### src/rtl/adcs_pkg.sv
// Package: register map, field positions, reset values and timing of the converter control
package adcs_pkg;
    // Register offsets
    localparam logic [7:0] OFS_CONTROL_STATUS  = 8'h34;
    localparam logic [7:0] OFS_RESULT          = 8'h35;
    localparam logic [7:0] OFS_AMP_CLOCK       = 8'h36;
    // Control/status fields
    localparam int         CSR_DONE_BIT        = 7;
    localparam int         CSR_SPEED_BIT       = 6;
    localparam int         CSR_ON_BIT          = 5;
    localparam int         CSR_CH_MSB          = 2;
    // Amplifier/clock fields
    localparam int         AMP_SLOW_BIT        = 3;
    localparam int         AMP_SEL_BIT         = 2;
    // Reset values
    localparam logic [7:0] RST_CONTROL_STATUS  = 8'h00;
    localparam logic [7:0] RST_RESULT          = 8'h00;
    localparam logic [7:0] RST_AMP_CLOCK       = 8'h00;
    // Writable masks
    localparam logic [7:0] CSR_WMASK           = 8'h67;
    localparam logic [7:0] AMP_WMASK           = 8'h0C;
    // Highest legal channel code
    localparam logic [2:0] CH_MAX              = 3'h4;
    // Conversion timing in converter clock cycles
    localparam logic [3:0] SAMPLE_CYCLES       = 4'h4;
    localparam logic [3:0] HOLD_STEPS          = 4'h8;

    typedef enum logic [1:0] {
        ADCS_OFF,
        ADCS_SAMPLE,
        ADCS_HOLD
    } adcs_phase_e;
endpackage

### src/rtl/adcs_ctrl.sv
// Control of an 8-bit successive-approximation converter: registers, clocking, sequencing
//
// Our own choice: the strobed register port.
`timescale 1ns/1ps
module adcs_ctrl (
    input  wire logic       clk,
    input  wire logic       resetn,
    input  wire logic [7:0] addr,
    input  wire logic [7:0] wdata,
    input  wire logic       wr,
    input  wire logic       rd,
    output logic      [7:0] rdata,
    input  wire logic       halt_mode,
    input  wire logic       wait_mode,
    input  wire logic       comp_in,
    input  wire logic [4:0] pin_in,
    output logic      [4:0] port_level,
    output logic      [2:0] chan_sel,
    output logic            conv_power,
    output logic            amp_power,
    output logic            amp_route,
    output logic            sample_en,
    output logic      [7:0] dac_code
);
    typedef struct packed {
        logic [7:0]                 rdata;
        logic                       done;
        logic                       speed;
        logic                       on;
        logic [2:0]                 chan;
        logic                       slow;
        logic                       amplifier_select;
        logic [7:0]                 result;
        adcs_pkg::adcs_phase_e      phase;
        logic [3:0]                 cnt;
        logic [1:0]                 div;
        logic [7:0]                 sar;
        logic [7:0]                 trial;
        logic [4:0]                 p1;
        logic [4:0]                 p2;
        logic [4:0]                 p3;
        logic [4:0]                 port;
        logic [2:0]                 chan_o;
        logic                       pwr;
        logic                       route;
        logic                       smp;
        logic [7:0]                 dac;
    } adcs_state_s;

    adcs_state_s st_ff;
    adcs_state_s nxt_st;
    logic        tick;
    logic        active;
    logic        csr_wr;
    logic        restart;

    // Register read, writes, clock division and sequencing
    always_comb begin
        nxt_st  = st_ff;
        active  = st_ff.on && !halt_mode;
        csr_wr  = wr && (addr == adcs_pkg::OFS_CONTROL_STATUS);
        restart = csr_wr && wdata[adcs_pkg::CSR_ON_BIT];
        // Converter clock enable from divider
        if (st_ff.slow) begin
            tick = (st_ff.div == 2'h3);
        end else if (st_ff.speed) begin
            tick = 1'b1;
        end else begin
            tick = st_ff.div[0];
        end
        nxt_st.div = st_ff.div + 2'h1;

        // Pin synchronisers, change taken when stages 2 and 3 agree
        nxt_st.p1 = pin_in;
        nxt_st.p2 = st_ff.p1;
        nxt_st.p3 = st_ff.p2;
        for (int i = 0; i < 5; i++) begin
            if (st_ff.p2[i] == st_ff.p3[i]) begin
                nxt_st.port[i] = st_ff.p3[i];
            end
        end
        // Read data, one cycle later; unmapped reads zero
        nxt_st.rdata = 8'h00;
        if (rd) begin
            unique case (addr)
                adcs_pkg::OFS_CONTROL_STATUS: nxt_st.rdata = {st_ff.done, st_ff.speed, st_ff.on, 2'h0, st_ff.chan};
                adcs_pkg::OFS_RESULT:         nxt_st.rdata = st_ff.result;
                adcs_pkg::OFS_AMP_CLOCK:      nxt_st.rdata = {4'h0, st_ff.slow, st_ff.amplifier_select, 2'h0};
                default:                      nxt_st.rdata = 8'h00;
            endcase
        end

        // Flag clears by software access
        if ((rd && addr == adcs_pkg::OFS_RESULT) || csr_wr) begin
            nxt_st.done = 1'b0;
        end
        if (csr_wr) begin
            nxt_st.speed = wdata[adcs_pkg::CSR_SPEED_BIT];
            nxt_st.on    = wdata[adcs_pkg::CSR_ON_BIT];
            nxt_st.chan  = wdata[adcs_pkg::CSR_CH_MSB:0];
        end
        if (wr && addr == adcs_pkg::OFS_AMP_CLOCK) begin
            nxt_st.slow   = wdata[adcs_pkg::AMP_SLOW_BIT];
            nxt_st.amplifier_select = wdata[adcs_pkg::AMP_SEL_BIT];
        end

        // Conversion sequencer
        if (!active) begin
            nxt_st.phase = adcs_pkg::ADCS_OFF;
            nxt_st.cnt   = 4'h0;
            nxt_st.sar   = 8'h00;
            nxt_st.trial = 8'h80;
        end else if (restart || st_ff.phase == adcs_pkg::ADCS_OFF) begin
            nxt_st.phase = adcs_pkg::ADCS_SAMPLE;
            nxt_st.cnt   = 4'h0;
            nxt_st.sar   = 8'h00;
            nxt_st.trial = 8'h80;
        end else if (tick) begin
            unique case (st_ff.phase)
                adcs_pkg::ADCS_SAMPLE: begin
                    if (st_ff.cnt == adcs_pkg::SAMPLE_CYCLES - 4'h1) begin
                        nxt_st.phase = adcs_pkg::ADCS_HOLD;
                        nxt_st.cnt   = 4'h0;
                    end else begin
                        nxt_st.cnt = st_ff.cnt + 4'h1;
                    end
                end
                adcs_pkg::ADCS_HOLD: begin
                    // One approximation step per converter clock; comparator is strobed
                    // on this clock and read directly, since a pipeline would judge a stale trial
                    nxt_st.sar   = comp_in ? (st_ff.sar | st_ff.trial) : st_ff.sar;
                    nxt_st.trial = st_ff.trial >> 1;
                    nxt_st.cnt   = st_ff.cnt + 4'h1;
                    if (st_ff.cnt == adcs_pkg::HOLD_STEPS - 4'h1) begin
                        nxt_st.result = comp_in ? (st_ff.sar | st_ff.trial) : st_ff.sar;
                        nxt_st.done   = 1'b1;
                        nxt_st.phase  = adcs_pkg::ADCS_SAMPLE;
                        nxt_st.cnt    = 4'h0;
                        nxt_st.sar    = 8'h00;
                        nxt_st.trial  = 8'h80;
                    end
                end
                default: nxt_st.phase = adcs_pkg::ADCS_OFF;
            endcase
        end

        // Analog-side controls
        nxt_st.chan_o = (st_ff.chan > adcs_pkg::CH_MAX) ? adcs_pkg::CH_MAX : st_ff.chan;
        nxt_st.pwr    = active;
        nxt_st.route  = st_ff.amplifier_select;
        nxt_st.smp    = (nxt_st.phase == adcs_pkg::ADCS_SAMPLE);
        nxt_st.dac    = nxt_st.sar | nxt_st.trial;
    end

    // State register
    always_ff @(posedge clk) begin
        if (!resetn) begin
            st_ff        <= '0;
            st_ff.phase  <= adcs_pkg::ADCS_OFF;
            st_ff.trial  <= 8'h80;
            st_ff.dac    <= 8'h80;
            st_ff.result <= adcs_pkg::RST_RESULT;
        end else begin
            st_ff <= nxt_st;
        end
    end

    assign rdata      = st_ff.rdata;
    assign port_level = st_ff.port;
    assign chan_sel   = st_ff.chan_o;
    assign conv_power = st_ff.pwr;
    assign amp_power  = st_ff.pwr;
    assign amp_route  = st_ff.route;
    assign sample_en  = st_ff.smp;
    assign dac_code   = st_ff.dac;
endmodule

### config.mk
export PLATFORM = sky130hd
export DESIGN_NAME = adcs_ctrl
export DESIGN_NICKNAME = d
export VERILOG_FILES = /design/src/rtl/adcs_pkg.sv /design/src/rtl/adcs_ctrl.sv
export SDC_FILE = /design/constraint.sdc
export NUM_CORES = 1
export LEC_CHECK = 0
export ABC_AREA = 1
export BUFFER_PORTS_ARGS = -buffer_cell sky130_fd_sc_hd__clkbuf_2
export CAP_MARGIN = 20
export CORE_ASPECT_RATIO = 1.4
export CORE_UTILIZATION = 31
export DETAILED_ROUTE_END_ITERATION = 7
export GPL_TIMING_DRIVEN = 0
export PLACE_DENSITY = 0.48
export SLEW_MARGIN = 20
export SYNTH_ARGS = -nofsm -noshare
export SYNTH_HDL_FRONTEND = slang
export SYNTH_SLANG_ARGS = --single-unit
### constraint.sdc
create_clock -name clk -period 3.2 [get_ports clk]
set_input_delay 0.48 -clock clk [delete_from_list [all_inputs] [get_ports clk]]
set_output_delay 0.48 -clock clk [all_outputs]
set_load 0.005 [all_outputs]
[Yosys cells after proc, flatten, opt, wreduce, memory -nomap -nowiden]
Cells that the tools add are included.
Word-level totals
  flip-flop bits (word level): 82
  input port bits: 28
  output and inout bits: 28
  logic and storage cells: 88
Operators by class
  add/subtract/negate cells: 2
  magnitude comparators: 1
  equality and inequality tests: 14
  multiplexer cells: 24
  bitwise operators: 5
  reductions and logical operators: 15
Operators with widths (number)
  $mux 16: 5
  $eq 8x6->1 const B: 3
  $mux 6: 4
  $pmux 8 s3: 1
  $or 8x8->8: 2
  $mux 1: 8
  $mux 8: 1
  $pmux 4 s2: 1
  $eq 1x1->1: 5
  $logic_and 1x1->1: 5
  $reduce_and 5->1: 1
  $add 4x1->4 const B: 1
  $eq 2x1->1 const B: 2
  $eq 2x2->1 const B: 2
  $eq 4x2->1 const B: 1
  $eq 4x3->1 const B: 1
  $mux 4: 1
  $pmux 2 s2: 1
  $reduce_and 2->1: 2
  $gt 3x3->1 const B: 1
  $mux 3: 1
  $not 1->1: 3
  $reduce_or 3->1: 1
  $add 2x1->2 const B: 1
  6 further kinds: 7

[Longest topological paths before layout]
  depth after elaboration: 9
  gate-level depth with buffers: 10
  gate-level depth less buffers: 10

[Least setup slack after synthesis]
No wires, ideal clock.
  path kind: input to register
  from: input port addr[7]
  to: register st_ff[57] in the netlist's numbering
  library setup time: 0.119 ns
  arrival: 1.384 ns
  required time: 3.081 ns
  setup slack: 1.698 ns
  stages on the path: 9
  cell sequence: nor2_1 nand2_2 nor2_8 nand3_4 nand2_4 nor2_4 inv_4 buf_6 nor2_2
Between the ends
  longest elaborated chain between the ends: 6
Ends and longest elaborated chain
  start: declaration: line adcs_ctrl.sv:8  | input wire logic [7:0] addr,
  $eq 8x6->1: line adcs_ctrl.sv:61  | csr_wr = wr && (addr == adcs_pkg::OFS_CONTROL_STATUS);
  $logic_and 1x1->1: line adcs_ctrl.sv:61
  $logic_and 1x1->1: line adcs_ctrl.sv:62  | restart = csr_wr && wdata[adcs_pkg::CSR_ON_BIT];
  $logic_or 1x1->1: line adcs_ctrl.sv:113  | end else if (restart || st_ff.phase == adcs_pkg::ADCS_OFF) begin
  $mux 6: line adcs_ctrl.sv:113
  $mux 6: line adcs_ctrl.sv:108  | if (!active) begin
  end signal: assignment: line adcs_ctrl.sv:164  | st_ff <= nxt_st;
  end: declaration: line adcs_ctrl.sv:50  | adcs_state_s st_ff;
No other way between the ends.
A chain may end at the register's enable or synchronous reset.

[Worst setup path in the final report]
  from: register st_ff[57] in the netlist's numbering
  to: register st_ff (netlist bit dac_code[7])
Between the ends
  longest elaborated chain between the ends: 6
  elaborated cells between the ends (all ways): 8
  those cells by class: eq/ne: 1; mux: 4; bitwise: 1; reduce/logical: 2
Ends and longest elaborated chain
  $eq 2x2->1: line adcs_ctrl.sv:119  | unique case (st_ff.phase)
  $mux 16: line adcs_ctrl.sv:119
  $mux 16: line adcs_ctrl.sv:118  | end else if (tick) begin
  $mux 16 *: line adcs_ctrl.sv:113
  $mux 16 *: line adcs_ctrl.sv:108
  $or 8x8->8 *: line adcs_ctrl.sv:152  | nxt_st.dac = nxt_st.sar | nxt_st.trial;
Mark *: on every way between the ends. The rest lies on a longest branch, timed or not.

==> run summary <==
STATUS
----------------------------------------------------------------------------------------
Status                                                                         completed

PWR
----------------------------------------------------------------------------------------
Max IR drop VDD                                                                 285.7 uV
Clock group share of total power                                                   0.461
P_sw                                                                           0.4352 mW
Leakage power figure                                                            1.790 nW
PD cells                                                                    495.8 nW/um^2
Power after layout                                                              2.031 mW
Internal Power                                                                  1.596 mW
Share of power burned in registers                                                 0.510
Combinational power share                                                          0.029
Switching share of power                                                          0.2143

DIE
----------------------------------------------------------------------------------------
Die X-Extent                                                                    90.46 um
Vertical die dimension                                                          125.8 um
Number of top-level design ports                                                      56
Core Area                                                                     10520 um^2
Rows                                                                                  44
Starting utilization of the core area                                             0.3229
Die Area                                                                      11380 um^2

GRT
----------------------------------------------------------------------------------------
Maximum number of pins on one net before global-route repair                          14
Total global-route track usage                                                    0.1279
Vias in the first global route                                                      2493
First-pass GRT wire length                                                      11.59 mm
Antenna violations before repair                                                       0
Final global-route overflow total                                                      0

STA
----------------------------------------------------------------------------------------
TNS Setup                                                                           0 ps
Unrepaired setup endpoints after global routing                                       no
Max transition margin                                                             0.6266
Final Hold Fails                                                                       0
Final worst-path setup slack                                                     1443 ps
Crit share post-route                                                             0.5492
Final worst clock skew                                                          6.750 ps
Final Max Tran Viols                                                                   0
Shortest clock period the worst path allows after layout                         1757 ps
Fmax                                                                           569.0 MHz
Transition time at the pin with the least slew margin                           557.0 ps
Final setup viols                                                                      0

SYNTH
----------------------------------------------------------------------------------------
Top cells by area, synth                                                    dfxtp_1 48%, nand2_1 11%, a21oi_1 6.0%
Synthesized instance count                                                           428
Post-synth EDFFs                                                                       0
Sequential-to-total area share from yosys stat                                    0.4834
Library cell with the highest instance count after synthesis                     nand2_1
Unique cell type count in the Yosys netlist                                           34
Share of async-settable or async-resettable flops after synthesis                      0
Post-synth top flop                                                              dfxtp_1
Net count after synthesis                                                            461
Library cell with the largest summed area after synthesis                        dfxtp_1
Area fraction of the dominant cell type after synthesis                           0.4834
Number of flip-flops and latches in the synthesized netlist                           82
Leading cell types by count after synthesis                                 95 x nand2_1, 82 x dfxtp_1, 45 x nor2_1
Mean Syn Cell Area                                                            7.934 um^2
Ys Warns                                                                               0
Synth Cell Area                                                                3396 um^2

LAYOUT
----------------------------------------------------------------------------------------
Ant diodes                                                                             0
Final standard cell utilization of the core                                       0.3896
Layout cell share with drive strength beyond 1                                    0.2747
Final standard cell area without fillers                                       4096 um^2
Fill count                                                                          1085
Final net count                                                                      523
Area Growth Syn to Fin                                                            20.63%

PLACED DESIGN
----------------------------------------------------------------------------------------
Placement Setup Slack                                                            1394 ps
Detailed-placement wirelength estimate                                          5.045 mm
Count of buffers inserted at the top-level ports                                      51
Last weighted congestion value of the routability-driven placer                   0.8126
Post-placement cell area                                                       3824 um^2

WORST SETUP PATH
----------------------------------------------------------------------------------------
Critical Path RT                                                                 3400 ps
Maximum fanout along the worst path                                                   10
Type of origin of the critical path                                             register
Path type of the worst setup path                                           register to register
Worst setup EP type                                                             register
Arrival time of data at the critical path endpoint                               1950 ps

CLOCK TREE
----------------------------------------------------------------------------------------
Buffer count from post-CTS setup fixing                                                0
Number of hold buffers added after CTS                                                 0
TritonCTS clock tree                                                                 yes
CTS buffer count                                                                       9
CTS Root Buffer Type                                                           clkbuf_16
Cells resized by post-CTS repair                                                       0
Clk sinks                                                                             82
Register clock-pin slew on the reported worst setup and hold paths                 60 ps
CTS H-tree depth                                                                       3
Worst skew pair latency                                                           330 ps
Maximum clock insertion buffer count                                                   2

HOLD PATH
----------------------------------------------------------------------------------------
Type of the worst min-delay path                                            primary input to register

FLOW RUN
----------------------------------------------------------------------------------------
Max-cap violation count                                                                0

DETAILED ROUTING
----------------------------------------------------------------------------------------
Vias per cell                                                                      4.292
Post-detailed-routing wire length                                               6.673 mm
First DRT Iteration DRCs                                                             112
Routed length per instance                                                      10.54 um
DRT antenna net count                                                                  0
Number of search-and-repair iterations in the first detailed-routing pass              4
Detailed-route DRC error count                                                         0
Detailed-route via count                                                            2717

[kinds of logic after synthesis]
logic type | share of synthesized area
adders and majority gates | 0.01842
and+or+nand+nor | 0.2734
xor gates and xnor gates | 0.002580
buffers and inverters | 0.1253
DFF | 0.4834
AOI/OAI and AO/OA | 0.09691
[metal layers]
layer | wire length [um] | global-route usage
met1 | 3004 | 0.1492
met2 | 3278 | 0.2209
met3 | 273 | 0.03140
met4 | 116 | 0.05693
met5 | 0 | 0
[per-stage QoR]
stage	hold slack, ps	std cells
2_1_floorplan	390.5	428
3_3_place_gp	395.9	617
3_5_place_dp	400.0	617
4_1_cts	325.8	633
5_1_grt	343.7	633
6_report	334.3	633
[layout make-up]
class	count	area (um^2)	share of cell area
inverters	50	191.4	0.04673
clock buffers	11	242.7	0.05925
well taps	138	172.7	0.04215
clock inverters	5	30.03	0.007330
multi-input cells	262	1329	0.3244
plain buffers	34	234.0	0.05712
repair buffers	51	255.2	0.06231
flip-flops and latches	82	1642	0.4007
[registers in the layout (all words and copies together) (netlist names)]
register and flops:
chan_sel 3, port_level 5, nxt_st 11, amp_power 1, st_ff 44, sample_en 1
amp_route 1, rdata 8, dac_code 8
[path summary, 6_finish.rpt]
path	endpoint	depth (start not counted)	startpoint	slack (ps)
worst max-delay path	dac_code[7]	7	st_ff[57]	1440
worst min-delay path	nxt_st[26]	3	pin_in[2]	330
worst max register to register	dac_code[7]	7	st_ff[57]	1440
worst min register to register	nxt_st[19]	2	nxt_st[24]	410
[placed cells by master (no fill, tap or decap), types with 5 or more instances in the layout]
cell type	synthesis	final
nor2_1	45	45
nand3_1	10	10
nand2_2	5	5
buf_4	25	25
clkbuf_16	0	9
nand2_1	95	95
nor2_2	12	12
a21oi_1	41	41
inv_2	6	6
ha_1	5	5
clkbuf_2	0	51
dfxtp_1	82	82
nand4_1	8	8
inv_1	42	42
o21ai_0	15	15
nor2_4	6	6
[power groups by stage]
| stage | Sequential (mW) | Combinational (mW) | Clock [mW] |
|---|---|---|---|
| 3_3_place_gp | 1.06 | 0.0600 | 0 |
| 5_1_grt | 1.04 | 0.0681 | 1.01 |
| 3_5_place_dp | 1.06 | 0.0606 | 0 |
| 6_report | 1.04 | 0.0597 | 0.936 |
| 4_1_cts | 1.04 | 0.0611 | 0.963 |
| 2_1_floorplan | 1.06 | 0.0333 | 0 |
[critical path, cell delays in order, from the launching register on]
cell and delay, ps:
dfxtp_1 390, inv_1 100, ha_1 180, inv_1 120, buf_1 360, nand3_1 140
nor3_1 230, nand2_1 110
Note: power is estimated with default switching activity, not from simulation.
